--- config.mk ---
export PLATFORM = sky130hd
export DESIGN_NAME = cmc_ctrl
export DESIGN_NICKNAME = d
export VERILOG_FILES = /design/src/rtl/cmc_pkg.sv /design/src/rtl/cmc_result_if.sv /design/src/rtl/cmc_tracker.sv /design/src/rtl/cmc_ctrl.sv
export SDC_FILE = /design/constraint.sdc
export NUM_CORES = 1
export LEC_CHECK = 0
export BUFFER_PORTS_ARGS = -buffer_cell sky130_fd_sc_hd__buf_2
export CAP_MARGIN = 5
export CORE_MARGIN = 2
export CORE_UTILIZATION = 30
export CTS_CLUSTER_DIAMETER = 100
export DETAILED_ROUTE_END_ITERATION = 12
export PLACE_DENSITY = 0.63
export RECOVER_POWER = 100
export SETUP_SLACK_MARGIN = 0.2
export SLEW_MARGIN = 25
export SYNTH_ARGS = -nofsm -noshare
export SYNTH_HDL_FRONTEND = slang
export SYNTH_SLANG_ARGS = --single-unit
--- constraint.sdc ---
create_clock -name aclk -period 2.1 [get_ports aclk]
set_input_delay 0 -clock aclk [delete_from_list [all_inputs] [get_ports aclk]]
set_output_delay 0 -clock aclk [all_outputs]
set_load 0.01 [all_outputs]
--- src/rtl/cmc_pkg.sv ---
// Constants, register map and field layout of the comparator control logic
// Overview of operation
// - Enable bit low powers comparator down and forces the output bit low.
// - Polarity bit 0 passes raw result, 1 passes inverted result.
// - Output bit 4 is read-only, reads comparison result after polarity.
// - Hysteresis bit 0 disables hysteresis at 0, enables at 1; resets to 1.
// - Each change of the output bit sets the interrupt request flag.
// - Flag set with interrupt enabled raises the interrupt toward the vector.
// - In sleep or idle with comparator on, a flag-setting change wakes device.
// - Flag already set before sleep suppresses wake-up from later changes.
// - Enabled comparator keeps running and tracking during sleep or idle.
// - Selecting comparator input pin functions disconnects their pull-ups.
// - Output can be driven onto a shared pin when that function is selected.
// - Bits 7 and 3 to 1 read zero; writes to them do nothing.
package cmc_pkg;

	// ******************************************************************
	// Register byte offsets
	// ******************************************************************
	localparam logic [7:0] OFS_CONTROL = 8'h00;
	localparam logic [7:0] OFS_STATUS  = 8'h04;
	localparam logic [7:0] OFS_MASK    = 8'h08;
	localparam logic [7:0] OFS_FORCE   = 8'h0C;

	// ******************************************************************
	// Control register fields, and flag bit of status, mask and force
	// ******************************************************************
	localparam int BIT_ON     = 6;
	localparam int BIT_INVERT = 5;
	localparam int BIT_RESULT = 4;
	localparam int BIT_HYST   = 0;
	localparam int BIT_FLAG   = 0;

	localparam logic RST_ON     = 1'b0;
	localparam logic RST_INVERT = 1'b0;
	localparam logic RST_HYST   = 1'b1;
	localparam logic RST_FLAG   = 1'b0;
	localparam logic RST_MASK   = 1'b0;

	// ******************************************************************
	// Bus answers
	// ******************************************************************
	localparam logic [1:0] RESP_OKAY   = 2'h0;
	localparam logic [1:0] RESP_SLVERR = 2'h2;
	localparam logic [31:0] DATA_ZERO  = 32'h0000_0000;

endpackage

--- src/rtl/cmc_result_if.sv ---
// Carrier between the control logic and the result tracker
`timescale 1ns/10ps
`default_nettype none
interface cmc_result_if;
	logic on;
	logic invert;
	logic result;
	logic changed;

	modport ctrl (output on, output invert, input result, input changed);
	modport trk  (input on, input invert, output result, output changed);
endinterface
`default_nettype wire

--- src/rtl/cmc_tracker.sv ---
// Synchroniser, polarity and change detector for the comparator result
`timescale 1ns/10ps
`default_nettype none
module cmc_tracker (
	input  wire logic     aclk,
	input  wire logic     aresetn,
	input  wire logic     cmp_raw,
	cmc_result_if.trk     res
);
	logic meta_ff;
	logic sync_ff;
	logic result_ff;
	logic changed_ff;
	logic nxt_result;

	// First stage feeds only the second stage
	always_ff @(posedge aclk) begin
		if (!aresetn) begin
			meta_ff <= 1'h0;
			sync_ff <= 1'h0;
		end else begin
			meta_ff <= cmp_raw;
			sync_ff <= meta_ff;
		end
	end

	// Disabled comparator holds the result low, polarity applied after sync
	assign nxt_result = res.on & (sync_ff ^ res.invert);

	always_ff @(posedge aclk) begin
		if (!aresetn) begin
			result_ff  <= 1'h0;
			changed_ff <= 1'h0;
		end else begin
			result_ff  <= nxt_result;
			changed_ff <= nxt_result ^ result_ff;
		end
	end

	assign res.result  = result_ff;
	assign res.changed = changed_ff;
endmodule
`default_nettype wire

--- src/rtl/cmc_ctrl.sv ---
// Comparator control logic with AXI4-Lite register slave
`timescale 1ns/10ps
`default_nettype none
module cmc_ctrl (
	input  wire logic        aclk,
	input  wire logic        aresetn,
	input  wire logic [7:0]  s_axi_awaddr,
	input  wire logic        s_axi_awvalid,
	output logic             s_axi_awready,
	input  wire logic [31:0] s_axi_wdata,
	input  wire logic [3:0]  s_axi_wstrb,
	input  wire logic        s_axi_wvalid,
	output logic             s_axi_wready,
	output logic [1:0]       s_axi_bresp,
	output logic             s_axi_bvalid,
	input  wire logic        s_axi_bready,
	input  wire logic [7:0]  s_axi_araddr,
	input  wire logic        s_axi_arvalid,
	output logic             s_axi_arready,
	output logic [31:0]      s_axi_rdata,
	output logic [1:0]       s_axi_rresp,
	output logic             s_axi_rvalid,
	input  wire logic        s_axi_rready,
	input  wire logic        cmp_raw,
	input  wire logic        low_power_mode,
	input  wire logic        input_pins_select,
	input  wire logic        output_pin_select,
	output logic             comparator_power,
	output logic             hysteresis_enable,
	output logic             pullup_disconnect,
	output logic             cmp_pin_out,
	output logic             cmp_pin_oe,
	output logic             irq,
	output logic             wake
);

	// ******************************************************************
	// Result tracker
	// ******************************************************************
	cmc_result_if res ();

	cmc_tracker cmc_tracker_i (
		.aclk    (aclk),
		.aresetn (aresetn),
		.cmp_raw (cmp_raw),
		.res     (res)
	);

	// ******************************************************************
	// Register state
	// ******************************************************************
	logic        on_ff;
	logic        invert_ff;
	logic        hyst_ff;
	logic        flag_ff;
	logic        mask_ff;
	logic        irq_ff;
	logic        wake_ff;
	logic        power_ff;
	logic        pullup_off_ff;
	logic        pin_out_ff;
	logic        pin_oe_ff;

	// ******************************************************************
	// Address decode shared by both channels
	// ******************************************************************
	function automatic logic reg_hit(input logic [7:0] addr);
		return (addr == cmc_pkg::OFS_CONTROL) | (addr == cmc_pkg::OFS_STATUS) |
		       (addr == cmc_pkg::OFS_MASK) | (addr == cmc_pkg::OFS_FORCE);
	endfunction

	// ******************************************************************
	// Write channel
	// ******************************************************************
	logic        aw_full_ff;
	logic [7:0]  aw_addr_ff;
	logic        w_full_ff;
	logic [31:0] w_data_ff;
	logic        w_lane0_ff;
	logic        bvalid_ff;
	logic [1:0]  bresp_ff;
	logic        awready_ff;
	logic        wready_ff;

	wire         aw_take = s_axi_awvalid & awready_ff;
	wire         w_take  = s_axi_wvalid & wready_ff;
	wire         do_write = aw_full_ff & w_full_ff & ~bvalid_ff;
	// Next channel state, shared by the registered readies
	wire         nxt_aw_full = aw_take | (aw_full_ff & ~do_write);
	wire         nxt_w_full  = w_take | (w_full_ff & ~do_write);
	wire         nxt_bvalid  = do_write | (bvalid_ff & ~s_axi_bready);
	wire         wr_lane = w_lane0_ff;
	wire         wr_ctrl = do_write & wr_lane & (aw_addr_ff == cmc_pkg::OFS_CONTROL);
	wire         wr_stat = do_write & wr_lane & (aw_addr_ff == cmc_pkg::OFS_STATUS);
	wire         wr_mask = do_write & wr_lane & (aw_addr_ff == cmc_pkg::OFS_MASK);
	wire         wr_force = do_write & wr_lane & (aw_addr_ff == cmc_pkg::OFS_FORCE);
	wire         wr_hit = reg_hit(aw_addr_ff);

	always_ff @(posedge aclk) begin
		if (!aresetn) begin
			aw_full_ff <= 1'h0;
			aw_addr_ff <= 8'h00;
		end else if (aw_take) begin
			aw_full_ff <= 1'h1;
			aw_addr_ff <= s_axi_awaddr;
		end else if (do_write) begin
			aw_full_ff <= 1'h0;
		end
	end

	always_ff @(posedge aclk) begin
		if (!aresetn) begin
			w_full_ff  <= 1'h0;
			w_data_ff  <= cmc_pkg::DATA_ZERO;
			w_lane0_ff <= 1'h0;
		end else if (w_take) begin
			w_full_ff  <= 1'h1;
			w_data_ff  <= s_axi_wdata;
			w_lane0_ff <= s_axi_wstrb[0];
		end else if (do_write) begin
			w_full_ff <= 1'h0;
		end
	end

	always_ff @(posedge aclk) begin
		if (!aresetn) begin
			bvalid_ff <= 1'h0;
			bresp_ff  <= cmc_pkg::RESP_OKAY;
		end else if (do_write) begin
			bvalid_ff <= 1'h1;
			bresp_ff  <= wr_hit ? cmc_pkg::RESP_OKAY : cmc_pkg::RESP_SLVERR;
		end else if (s_axi_bready) begin
			bvalid_ff <= 1'h0;
		end
	end

	// ******************************************************************
	// Write readies
	// ******************************************************************
	// Registered so the ports come straight from flip-flops
	always_ff @(posedge aclk) begin
		if (!aresetn) begin
			awready_ff <= 1'h1;
			wready_ff  <= 1'h1;
		end else begin
			awready_ff <= ~nxt_aw_full & ~nxt_bvalid;
			wready_ff  <= ~nxt_w_full & ~nxt_bvalid;
		end
	end

	// ******************************************************************
	// Control register, unimplemented bits never stored
	// ******************************************************************
	always_ff @(posedge aclk) begin
		if (!aresetn) begin
			on_ff     <= cmc_pkg::RST_ON;
			invert_ff <= cmc_pkg::RST_INVERT;
			hyst_ff   <= cmc_pkg::RST_HYST;
		end else if (wr_ctrl) begin
			on_ff     <= w_data_ff[cmc_pkg::BIT_ON];
			invert_ff <= w_data_ff[cmc_pkg::BIT_INVERT];
			hyst_ff   <= w_data_ff[cmc_pkg::BIT_HYST];
		end
	end

	assign res.on     = on_ff;
	assign res.invert = invert_ff;

	// ******************************************************************
	// Interrupt flag, mask and wake-up
	// ******************************************************************
	wire flag_set = res.changed | (wr_force & w_data_ff[cmc_pkg::BIT_FLAG]);
	wire flag_clr = wr_stat & w_data_ff[cmc_pkg::BIT_FLAG];
	wire nxt_flag = flag_set | (flag_ff & ~flag_clr);
	wire nxt_wake = low_power_mode & on_ff & res.changed & ~flag_ff;

	always_ff @(posedge aclk) begin
		if (!aresetn) begin
			flag_ff <= cmc_pkg::RST_FLAG;
			mask_ff <= cmc_pkg::RST_MASK;
		end else begin
			flag_ff <= nxt_flag;
			if (wr_mask) begin
				mask_ff <= w_data_ff[cmc_pkg::BIT_FLAG];
			end
		end
	end

	always_ff @(posedge aclk) begin
		if (!aresetn) begin
			irq_ff  <= 1'h0;
			wake_ff <= 1'h0;
		end else begin
			irq_ff  <= flag_ff & mask_ff;
			wake_ff <= nxt_wake;
		end
	end

	// ******************************************************************
	// Analog and pin controls
	// ******************************************************************
	always_ff @(posedge aclk) begin
		if (!aresetn) begin
			power_ff      <= cmc_pkg::RST_ON;
			pullup_off_ff <= 1'h0;
			pin_out_ff    <= 1'h0;
			pin_oe_ff     <= 1'h0;
		end else begin
			power_ff      <= on_ff;
			pullup_off_ff <= input_pins_select;
			pin_out_ff    <= res.result;
			pin_oe_ff     <= output_pin_select;
		end
	end

	// ******************************************************************
	// Read channel
	// ******************************************************************
	logic        rvalid_ff;
	logic [31:0] rdata_ff;
	logic [1:0]  rresp_ff;
	logic [31:0] rd_word;
	logic        rd_hit;
	logic        arready_ff;

	wire ar_take    = s_axi_arvalid & arready_ff;
	wire nxt_rvalid = ar_take | (rvalid_ff & ~s_axi_rready);

	// Read data captured at the address handshake

	always_comb begin
		rd_word = cmc_pkg::DATA_ZERO;
		rd_hit  = reg_hit(s_axi_araddr);
		unique case (s_axi_araddr)
			cmc_pkg::OFS_CONTROL: begin
				rd_word[cmc_pkg::BIT_ON]     = on_ff;
				rd_word[cmc_pkg::BIT_INVERT] = invert_ff;
				rd_word[cmc_pkg::BIT_RESULT] = res.result;
				rd_word[cmc_pkg::BIT_HYST]   = hyst_ff;
			end
			cmc_pkg::OFS_STATUS: begin
				rd_word[cmc_pkg::BIT_FLAG] = flag_ff;
			end
			cmc_pkg::OFS_MASK: begin
				rd_word[cmc_pkg::BIT_FLAG] = mask_ff;
			end
			cmc_pkg::OFS_FORCE: begin
				rd_word = cmc_pkg::DATA_ZERO;
			end
			default: begin
				rd_word = cmc_pkg::DATA_ZERO;
			end
		endcase
	end

	always_ff @(posedge aclk) begin
		if (!aresetn) begin
			rvalid_ff <= 1'h0;
			rdata_ff  <= cmc_pkg::DATA_ZERO;
			rresp_ff  <= cmc_pkg::RESP_OKAY;
		end else if (ar_take) begin
			rvalid_ff <= 1'h1;
			rdata_ff  <= rd_word;
			rresp_ff  <= rd_hit ? cmc_pkg::RESP_OKAY : cmc_pkg::RESP_SLVERR;
		end else if (s_axi_rready) begin
			rvalid_ff <= 1'h0;
		end
	end

	// Read ready is a registered inverse of the next read state
	always_ff @(posedge aclk) begin
		if (!aresetn) begin
			arready_ff <= 1'h1;
		end else begin
			arready_ff <= ~nxt_rvalid;
		end
	end

	// ******************************************************************
	// Outputs
	// ******************************************************************
	assign s_axi_awready     = awready_ff;
	assign s_axi_wready      = wready_ff;
	assign s_axi_bvalid      = bvalid_ff;
	assign s_axi_bresp       = bresp_ff;
	assign s_axi_arready     = arready_ff;
	assign s_axi_rvalid      = rvalid_ff;
	assign s_axi_rdata       = rdata_ff;
	assign s_axi_rresp       = rresp_ff;
	assign comparator_power  = power_ff;
	assign hysteresis_enable = hyst_ff;
	assign pullup_disconnect = pullup_off_ff;
	assign cmp_pin_out       = pin_out_ff;
	assign cmp_pin_oe        = pin_oe_ff;
	assign irq               = irq_ff;
	assign wake              = wake_ff;

endmodule
`default_nettype wire

==> summary.txt, run 1 <==
status: finished, final reports clean
PostCTS Resize Cnt: 0
area of the multi-input gates: 714.4 µm²
vias per inst: 4.111
initial antenna violation count: 0
Required @ worst endpoint: 2.32 ns
clock buffer depth: 2
CTS buffer count: 5
complex-gate fraction of the synthesized area: 9.165%
critical path class: register to register
synth top area cells: dfxtp_1, buf_4, nand2_1
largest family of logic cells by synthesized area: simple AND/OR/NAND/NOR gates
Post-Synthesis Cells: 195
I/O pin count: 111
post-synthesis xor/xnor area fraction: 0.5174%
max frequency: 592.3 MHz
FF-to-FF End: hysteresis_enable$_SDFFE_PN1P_
pin count of the biggest net entering global routing: 24
Netlist Area Pre-Place: 1693 µm²
Clock transition at path regs: 0.07 ns
Post-Route Setup TNS: 0 ns
Syn-to-layout area delta: 24.54%
routed len/inst: 9.997 µm
simple-gate share of the synthesized area: 23.06%
grt ovf: 0
Post-synth EDFFs: 0
GP Congestion: 0.7044
Tmin final: 1.688 ns
Post-Synth Adder-Cell Area: 0%
dpl ws: 0.5793 ns
placed wire-length estimate: 2.392 mm
Worst Hold End: s_axi_rresp[1]$_SDFFE_PN0P_
register area share after synthesis: 47.30%
CTS root buffer: clkbuf_8
Most flops, register: aw_addr_ff
Final #Nets: 324
Cell Pwr Density: 712.8 nW/µm²
commonest cells in the synthesized netlist: dfxtp_1, nand2_1, buf_4
final antenna-violating net count: 0
Rel. slew slack: 52.46%
reg2reg path depth: 3
RSZ-0062 raised after global routing: no
port bufs: 48
total wire length: 3.339 mm
CTS tree: built
R2R Setup Slk: 0.41 ns
Leakage: 0.0008833 µW
hold path start: s_axi_arvalid
Most used DFF post-synth: dfxtp_1
setup slack after layout: 0.4118 ns
Worst Hold Class: input pin to register
endpoints failing hold: 0
WHS Path Cells: 3
async set-or-reset flop fraction in the synthesized netlist: 0%
Chip Height: 79.12 µm
max FFs per register: 8
VDD IR max: 0.0002068 V
CORE AREA: 5473 µm²
dominant cell by count in the synthesized netlist: dfxtp_1
vias post-DR: 1373
Critical Path Source Type: register
ratio of cells with drive above 1 in the final layout: 16.03%
Yosys top cell area share: 47.30%
Least-Margin Pin Slew: 0.7123 ns
Pre-antenna DRT Iters: 4
sequential cell area: 800.8 µm²
Fillers: 589
number of warnings issued by yosys: 0
H-tree levels: 2
antenna fix cells: 0
Max-Cap Viols: 0
Slew Limit Fails: 0
GRT Resource Usage Total: 11.26%
setup violators final: 0
cell taking the most area after synthesis: dfxtp_1
CP arrival: 1.91 ns
#FFs+latches synth: 40
Die X: 79.12 µm
mux share of post-synthesis cell area: 3.548%
Clk Latency, worst-skew pair: 0.29 ns
Yosys cell types: 29
CP Capture Type: register
vias in the first global route: 1226
Initial Util: 30.93%
CP Max Fanout: 4
TritonCTS Sinks: 40
post-synthesis area per instance: 8.681 µm²
Die Area: 6260 µm²
period utilisation layout: 80.39%
initial drt markers: 55
DRC Markers: 0
R2R Path Start: aw_addr_ff[7]$_SDFFE_PN0P_
first-pass GRT wire length: 5.513 mm
Worst Skew: 0.003644 ns
# rows: 27
-- routing by layer --
metal | part of all wire, % | track usage [%] | vias up
li1 | - | - | 721
met1 | 45 | 13.69 | 602
met2 | 47 | 18.14 | 44
met3 | 5.5 | 2.841 | 6
met4 | 2.3 | 6.207 | 0
met5 | 0 | 0 | -
-- placed cells by master (no fill, tap or decap), types with 3 or more instances in the layout --
cell | synthesis | final
dfxtp_1 | 40 | 40
nand2_1 | 37 | 37
conb_1 | 1 | 30
buf_2 | 0 | 30
a21oi_1 | 20 | 20
clkbuf_1 | 4 | 18
dlygate4sd3_1 | 0 | 17
o21ai_0 | 8 | 8
inv_1 | 6 | 6
mux2i_1 | 6 | 6
clkbuf_8 | 0 | 6
nand3_1 | 5 | 5
and2_0 | 0 | 4
nor2_1 | 4 | 4
nor3_1 | 4 | 4
and2_1 | 8 | 4
nor4_1 | 3 | 3
nand4_1 | 3 | 3
-- cells by family after synthesis --
group                  after synthesis
other                                1
multiplexers                         6
buffers and inverters               41
AO/OA/AOI/OAI                       30
XOR/XNOR                             1
flip-flops                          40
AND/OR/NAND/NOR                     76
-- through the flow --
step                instance area [µm²]  hold WS (ns)  total power (µW)  cells  util (%)
CTS                                2143      0.008268              1534    334     39.16
global route                       2108       0.03753              1587    334     38.52
floorplan                          1802        0.1251             970.7    224         -
global placement                   1881        0.2059             984.3    309     34.36
detailed placement                 1881        0.2128             988.1    309     34.36
finish                             2108       0.01651              1503    334     38.52
-- where the power goes --
part	switching (µW)	internal (µW)
sequential	20.1	790
combinational	102	74.4
clock	255	262
total	377	1130
-- worst max-delay path: stages, from the launching register on --
cell     delay, ns
dfxtp_1       0.31
or4_1         0.61
nor4_2        0.47
mux2i_1       0.24
-- how the worst max path moves through the flow --
stage / to / startpoint
floorplan: hysteresis_enable$_SDFFE_PN1P_ / aw_addr_ff[7]$_SDFFE_PN0P_
detailed placement: hysteresis_enable$_SDFFE_PN1P_ / aw_addr_ff[7]$_SDFFE_PN0P_
global placement: on_ff$_SDFFE_PN0P_ / aw_addr_ff[7]$_SDFFE_PN0P_
global route: hysteresis_enable$_SDFFE_PN1P_ / aw_addr_ff[7]$_SDFFE_PN0P_
finish: hysteresis_enable$_SDFFE_PN1P_ / aw_addr_ff[7]$_SDFFE_PN0P_
CTS: hysteresis_enable$_SDFFE_PN1P_ / aw_addr_ff[7]$_SDFFE_PN0P_
-- timing repair --
item,CTS,global route
hold endpoints to repair,17,0
hold buffers,17,0
setup buffers,0,0
-- cell type report --
cell class	count	area share, %
clock buffers	6	3.917
inverters	6	1.068
clock inverters	2	0.4748
flip-flops and latches	40	37.98
multi-input cells	143	33.89
well taps	72	4.273
repair buffers	65	18.40
(Power assumes the default switching activity.)
==> inputs of run 2 (changes only) <==
==> constraint.sdc (replaced) <==
create_clock -name aclk -period 1.6 [get_ports aclk]
set_input_delay 0 -clock aclk [delete_from_list [all_inputs] [get_ports aclk]]
set_output_delay 0 -clock aclk [all_outputs]
set_load 0.01 [all_outputs]
==> run 2 against run 1 <==
Compared with the run above:
- total power grew 48%
- critical path depth grew 1
- sequential cell count is the same
- sequential power grew 31%
- clock-buffer cell count grew 1
==> summary.txt, run 2 (synthesis results as in run 1) <==
leading cell type in the layout, fill and taps excluded: dfxtp_1 (unchanged)
grt ovf: 0 (unchanged)
Clk Latency, worst-skew pair: 0.29 ns (about the same)
Least-Margin Pin Slew: 0.7163 ns (was 0.7123 ns)
Slowest-stage cell, CP: or4_4 (was or4_1)
Max-Cap Viols: 0 (unchanged)
Post-Route Setup TNS: 0 ns (unchanged)
first-pass GRT wire length: 5.506 mm (was 5.513 mm)
Placed Cells incl. Taps: 312 (was 309)
Pre-antenna DRT Iters: 4 (unchanged)
Die X: 79.12 µm (unchanged)
H-tree levels: 2 (unchanged)
VDD IR max: 0.0003410 V (was 0.0002068 V)
RSZ-0062 raised after global routing: yes (was no)
routed len/inst: 10.34 µm (was 9.997 µm)
Cell Pwr Density: 994.1 nW/µm² (was 712.8 nW/µm²)
Worst Skew: 0.005533 ns (was 0.003644 ns)
DRC Markers: 0 (unchanged)
vias post-DR: 1425 (was 1373)
CORE AREA: 5473 µm² (unchanged)
CTS buffer count: 5 (unchanged)
CTS root buffer: clkbuf_8 (unchanged)
antenna fix cells: 0 (unchanged)
R2R Path Start: aw_addr_ff[7]$_SDFFE_PN0P_ (unchanged)
Required @ worst endpoint: 1.83 ns (was 2.32 ns)
Met3 Wirelength: 205 µm (was 183 µm)
Leakage: 0.0009318 µW (was 0.0008833 µW)
area of the multi-input gates: 748.2 µm² (was 714.4 µm²)
max incr delay on CP: 0.58 ns (was 0.61 ns)
Syn-to-layout area delta: 31.78% (was 24.54%)
Fillers: 596 (was 589)
Most flops, register: aw_addr_ff (unchanged)
status: finished, final reports clean (unchanged)
Worst Hold Class: input pin to register (unchanged)
placed wire-length estimate: 2.413 mm (was 2.392 mm)
endpoints failing hold: 0 (unchanged)
DR top layer: met4 (unchanged)
TritonCTS Sinks: 40 (unchanged)
sum of buffers and inverters on the critical path: 1 (was 0)
Tmin final: 1.472 ns (was 1.688 ns)
Die Area: 6260 µm² (unchanged)
Initial Util: 30.93% (unchanged)
port bufs: 48 (unchanged)
Metal-1 WL: 1.610 mm (was 1.500 mm)
Slew Limit Fails: 0 (unchanged)
I/O pin count: 111 (unchanged)
CP delay by family, top: simple AND/OR/NAND/NOR gates (unchanged)
initial drt markers: 59 (was 55)
Non-Filler Instances: 342 (was 334)
CTS tree: built (unchanged)
CP Cell Sequence: or4_4 -> clkbuf_1 -> nor4_4 -> mux2i_1 (was or4_1 -> nor4_2 -> mux2i_1)
WL met2: 1.654 mm (was 1.576 mm)
Rel. slew slack: 52.19% (was 52.46%)
R2R Setup Slk: 0.13 ns (was 0.41 ns)
critical path class: register to register (unchanged)
Final #Nets: 332 (was 324)
max FFs per register: 8 (unchanged)
Clock transition at path regs: 0.08 ns (was 0.07 ns)
final antenna-violating net count: 0 (unchanged)
total wire length: 3.535 mm (was 3.339 mm)
ratio of cells with drive above 1 in the final layout: 18.15% (was 16.03%)
vias per inst: 4.167 (was 4.111)
period utilisation layout: 92.03% (was 80.39%)
CP arrival: 1.70 ns (was 1.91 ns)
initial antenna violation count: 0 (unchanged)
setup violators final: 0 (unchanged)
# rows: 27 (unchanged)
Chip Height: 79.12 µm (unchanged)
max frequency: 679.1 MHz (was 592.3 MHz)
GRT Resource Usage Total: 11.23% (was 11.26%)
sequential cell area: 802.0 µm² (was 800.8 µm²)
hold path start: s_axi_wvalid (was s_axi_arvalid)
CP Max Fanout: 4 (unchanged)
most frequent cells in the layout: dfxtp_1, nand2_1, conb_1, buf_2, clkbuf_1 (was dfxtp_1, nand2_1, conb_1, buf_2, a21oi_1)
vias in the first global route: 1220 (was 1226)
GP Congestion: 0.7063 (was 0.7044)
Critical Path Source: aw_addr_ff[7]$_SDFFE_PN0P_ (unchanged)
clock buffer depth: 2 (unchanged)
Critical Path Source Type: register (unchanged)
CP Capture Type: register (unchanged)
pin count of the biggest net entering global routing: 24 (unchanged)
[run 2: changes by cell type in the layout (fill, tap and decap cells not counted), moves of 2 or more]
cell,delta
clkinv_2,-2
clkbuf_1,+3
and2_1,+3
buf_4,+3
nor4_1,-2
dlygate4sd3_1,+2
and2_0,-3
nor4_4,+2
[run 2: worst paths after layout]
check,to,depth (start not counted)
worst max-delay path,flag_ff$_SDFF_PN0_,4
worst min-delay path,w_data_ff[5]$_SDFFE_PN0P_,3
worst max register to register,flag_ff$_SDFF_PN0_,4
worst min register to register,cmc_tracker_i.sync_ff$_SDFF_PN0_,1
[run 2: layout make-up]
| class | count | area share [%] |
|---|---|---|
| clock buffer | 7 | 4.319 |
| clock inverter | 1 | 1.346 |
| inverter | 6 | 1.010 |
| multi-input combinational | 143 | 33.54 |
| sequential | 40 | 35.95 |
| tap | 72 | 4.038 |
| timing repair buffer | 73 | 19.80 |
[run 2: worst reg2reg max path: stages, from the launching register on]
cell	delay, ns
dfxtp_2	0.32
or4_4	0.58
clkbuf_1	0.16
nor4_4	0.16
mux2i_1	0.20
[run 2: layer usage]
layer / GRT usage, % / vias to the layer above
met5: 0 / -
met4: 5.172 / 0
met3: 3.295 / 6
met2: 17.54 / 40
met1: 14.22 / 644
li1: - / 735
[run 2: repair_timing]
| action | CTS | global route |
|---|---|---|
| setup endpoints to repair | 5 | 5 |
| buffers inserted | 0 | 3 |
| pin swaps | 0 | 1 |
| hold buffers | 19 | 0 |
| gates resized for setup | 2 | 4 |
| endpoints found under the hold margin | 18 | 0 |
[run 2: stage by stage]
| step | power, µW | utilization, % | setup slack (ns) | hold slack [ns] | cell area, µm² |
|---|---|---|---|---|---|
| after floorplan | 1274 | - | 0.1936 | 0.1251 | 1802 |
| after global placement | 1297 | 34.77 | 0.1113 | 0.2058 | 1903 |
| after detailed placement | 1302 | 34.77 | 0.1134 | 0.2105 | 1903 |
| after CTS | 2234 | 40.79 | 0.1233 | 0.006267 | 2232 |
| after global routing | 2319 | 40.76 | 0.04436 | 0.01981 | 2231 |
| final | 2218 | 40.76 | 0.1275 | 0.01430 | 2231 |
[run 2: where the power goes]
| part | total, µW | internal (µW) | switching [µW] |
|---|---|---|---|
| Combinational | 261 | 112 | 149 |
| Clock | 895 | 550 | 345 |
| Sequential | 1060 | 1040 | 25.4 |
==> inputs of run 3 (changes only) <==
--- a/config.mk
+++ b/config.mk
@@ -8,10 +8,10 @@
 export BUFFER_PORTS_ARGS = -buffer_cell sky130_fd_sc_hd__buf_2
 export CAP_MARGIN = 5
 export CORE_MARGIN = 2
-export CORE_UTILIZATION = 30
+export CORE_UTILIZATION = 41
 export CTS_CLUSTER_DIAMETER = 100
 export DETAILED_ROUTE_END_ITERATION = 12
-export PLACE_DENSITY = 0.63
+export PLACE_DENSITY = 0.81
 export RECOVER_POWER = 100
 export SETUP_SLACK_MARGIN = 0.2
 export SLEW_MARGIN = 25
==> run 3 against run 2 <==
Compared with the run above:
- routed wire length is 6.8% lower
- sequential cell count unchanged
- register-to-register slack got worse by 0.03 ns
- sequential share of layout area is 1.8 points higher
- non-clock buffer count is 7 lower
- critical endpoint unchanged
- largest cell class unchanged
==> summary.txt, run 3 (synthesis results as in run 1) <==
leading cell type in the layout, fill and taps excluded: dfxtp_1 (unchanged)
period utilisation layout: 93.78% (was 92.03%)
TritonCTS Sinks: 40 (unchanged)
Tmin final: 1.501 ns (was 1.472 ns)
Leakage: 0.0008820 µW (was 0.0009318 µW)
Comb pwr share: 12.2% (was 11.8%)
sequential share of power: 52.9% (was 47.9%)
VDD IR max: 0.0006763 V (was 0.0003410 V)
Rel. slew slack: 53.68% (was 52.19%)
P_int: 1489 µW (was 1699 µW)
ratio of cells with drive above 1 in the final layout: 17.49% (was 18.15%)
Final #Nets: 325 (was 332)
endpoints failing hold: 0 (unchanged)
max frequency: 666.4 MHz (was 679.1 MHz)
Least-Margin Pin Slew: 0.6940 ns (was 0.7163 ns)
CTS tree: built (unchanged)
Worst Skew: 0.01070 ns (was 0.005533 ns)
Die X: 68.26 µm (was 79.12 µm)
H-tree levels: 2 (unchanged)
initial antenna violation count: 0 (unchanged)
Die Area: 4659 µm² (was 6260 µm²)
CTS buffer count: 5 (unchanged)
Core Util, Final: 53.02% (was 40.76%)
Chip Height: 68.26 µm (was 79.12 µm)
Cell Pwr Density: 947.2 nW/µm² (was 994.1 nW/µm²)
Required @ worst endpoint: 1.82 ns (was 1.83 ns)
CP arrival: 1.72 ns (was 1.70 ns)
vias in the first global route: 1216 (was 1220)
GRT Resource Usage Total: 14.43% (was 11.23%)
setup violators final: 0 (unchanged)
vias post-DR: 1427 (was 1425)
Slew Limit Fails: 0 (unchanged)
I/O pin count: 111 (unchanged)
max incr delay on CP: 0.58 ns (about the same)
# rows: 23 (was 27)
Post-Route Setup TNS: 0 ns (unchanged)
CP Capture Type: register (unchanged)
final antenna-violating net count: 0 (unchanged)
Placed Cells incl. Taps: 288 (was 312)
Worst Hold Class: input pin to register (unchanged)
DRC Markers: 0 (unchanged)
buffer count from post-CTS setup fixing: 0 (unchanged)
CORE AREA: 4000 µm² (was 5473 µm²)
CP Max Fanout: 4 (unchanged)
share of total power in the clock network: 34.9% (was 40.4%)
switch share: 25.87% (was 23.40%)
setup slack after layout: 0.09949 ns (was 0.1275 ns)
critical path class: register to register (unchanged)
Clock transition at path regs: 0.08 ns (about the same)
Most flops, register: aw_addr_ff (unchanged)
vias per inst: 4.559 (was 4.167)
Slowest-stage cell, CP: or4_4 (unchanged)
Critical Path Source Type: register (unchanged)
grt ovf: 0 (unchanged)
initial drt markers: 104 (was 59)
Clk Latency, worst-skew pair: 0.29 ns (about the same)
clock buffer depth: 2 (unchanged)
Non-Filler Instances: 313 (was 342)
first-pass GRT wire length: 4.961 mm (was 5.506 mm)
max FFs per register: 8 (unchanged)
Max-Cap Viols: 0 (unchanged)
Initial Util: 42.32% (was 30.93%)
port bufs: 48 (unchanged)
net switching power: 519.7 µW (was 518.9 µW)
Pre-antenna DRT Iters: 4 (unchanged)
dpl ws: 0.09701 ns (was 0.1134 ns)
CTS root buffer: clkbuf_8 (unchanged)
routed len/inst: 10.52 µm (was 10.34 µm)
GP Congestion: 0.7256 (was 0.7063)
CP Cell Sequence: or4_4 -> nor4_2 -> mux2i_1 (was or4_4 -> clkbuf_1 -> nor4_4 -> mux2i_1)
pin count of the biggest net entering global routing: 24 (unchanged)
total wire length: 3.294 mm (was 3.535 mm)
Syn-to-layout area delta: 25.28% (was 31.78%)
status: finished, final reports clean (unchanged)
placed wire-length estimate: 2.248 mm (was 2.413 mm)
most frequent cells in the layout: dfxtp_1, nand2_1, conb_1, buf_2, a21oi_1 (was dfxtp_1, nand2_1, conb_1, buf_2, clkbuf_1)
WHS: 0.02311 ns (was 0.01430 ns)
antenna fix cells: 0 (unchanged)
RSZ-0062 raised after global routing: yes (unchanged)
[run 3: cell count changes in the layout (fill, tap and decap cells not counted), sizes merged]
cell / before / now
buf: 33 / 31
bufinv: 1 / 0
clkbuf: 28 / 24
clkinvlp: 0 / 2
dlygate4sd3: 19 / 17
[run 3: area by class of cell]
type                    instances  area, µm²
clock buffers                   6      82.58
clock inverters                 2      15.01
fillers                       385       1879
inverters                       6      22.52
multi-input cells             143      742.0
flip-flops and latches         40      800.8
well taps                      50      62.56
repair buffers                 66      395.4
[run 3: path summary, 6_finish.rpt]
| kind | start | to | slack, ns | depth (start not counted) |
|---|---|---|---|---|
| max | aw_addr_ff[1]$_SDFFE_PN0P_ | flag_ff$_SDFF_PN0_ | 0.1 | 3 |
| min | s_axi_wvalid | w_data_ff[6]$_SDFFE_PN0P_ | 0.02 | 3 |
| max reg2reg | aw_addr_ff[1]$_SDFFE_PN0P_ | flag_ff$_SDFF_PN0_ | 0.1 | 3 |
| min reg2reg | cmc_tracker_i.meta_ff$_SDFF_PN0_ | cmc_tracker_i.sync_ff$_SDFF_PN0_ | 0.43 | 1 |
[run 3: power groups by stage]
| stage | logic [µW] | clock network (µW) | registers (µW) |
|---|---|---|---|
| detailed placement | 211 | 0 | 1080 |
| global placement | 208 | 0 | 1080 |
| CTS | 247 | 718 | 1060 |
| global route | 275 | 761 | 1070 |
| finish | 245 | 702 | 1060 |
| floorplan | 186 | 0 | 1090 |
[run 3: metrics by stage]
step	instance area (µm²)	power (µW)
finish	2121	2009
global route	2121	2103
CTS	2143	2026
detailed placement	1861	1296
global placement	1861	1291
floorplan	1802	1274
[run 3: what timing repair did]
item	in CTS	in global routing
resized for setup	3	1
hold buffers	17	0
pin swaps	0	2
hold endpoints to repair	17	0
endpoints found under the setup margin	5	10
[run 3: metal layers]
| metal | track usage, % | share of wire (%) |
|---|---|---|
| met5 | 0 | 0 |
| met4 | 6.500 | 1.7 |
| met3 | 5.099 | 7.5 |
| met2 | 24.39 | 48 |
| met1 | 16.26 | 43 |
[run 3: critical path: cells and delay by family (launching register included)]
kind / cells / cell delay [ns]
flip-flops: 1 / 0.32
multiplexers: 1 / 0.21
AND/OR/NAND/NOR: 2 / 0.89
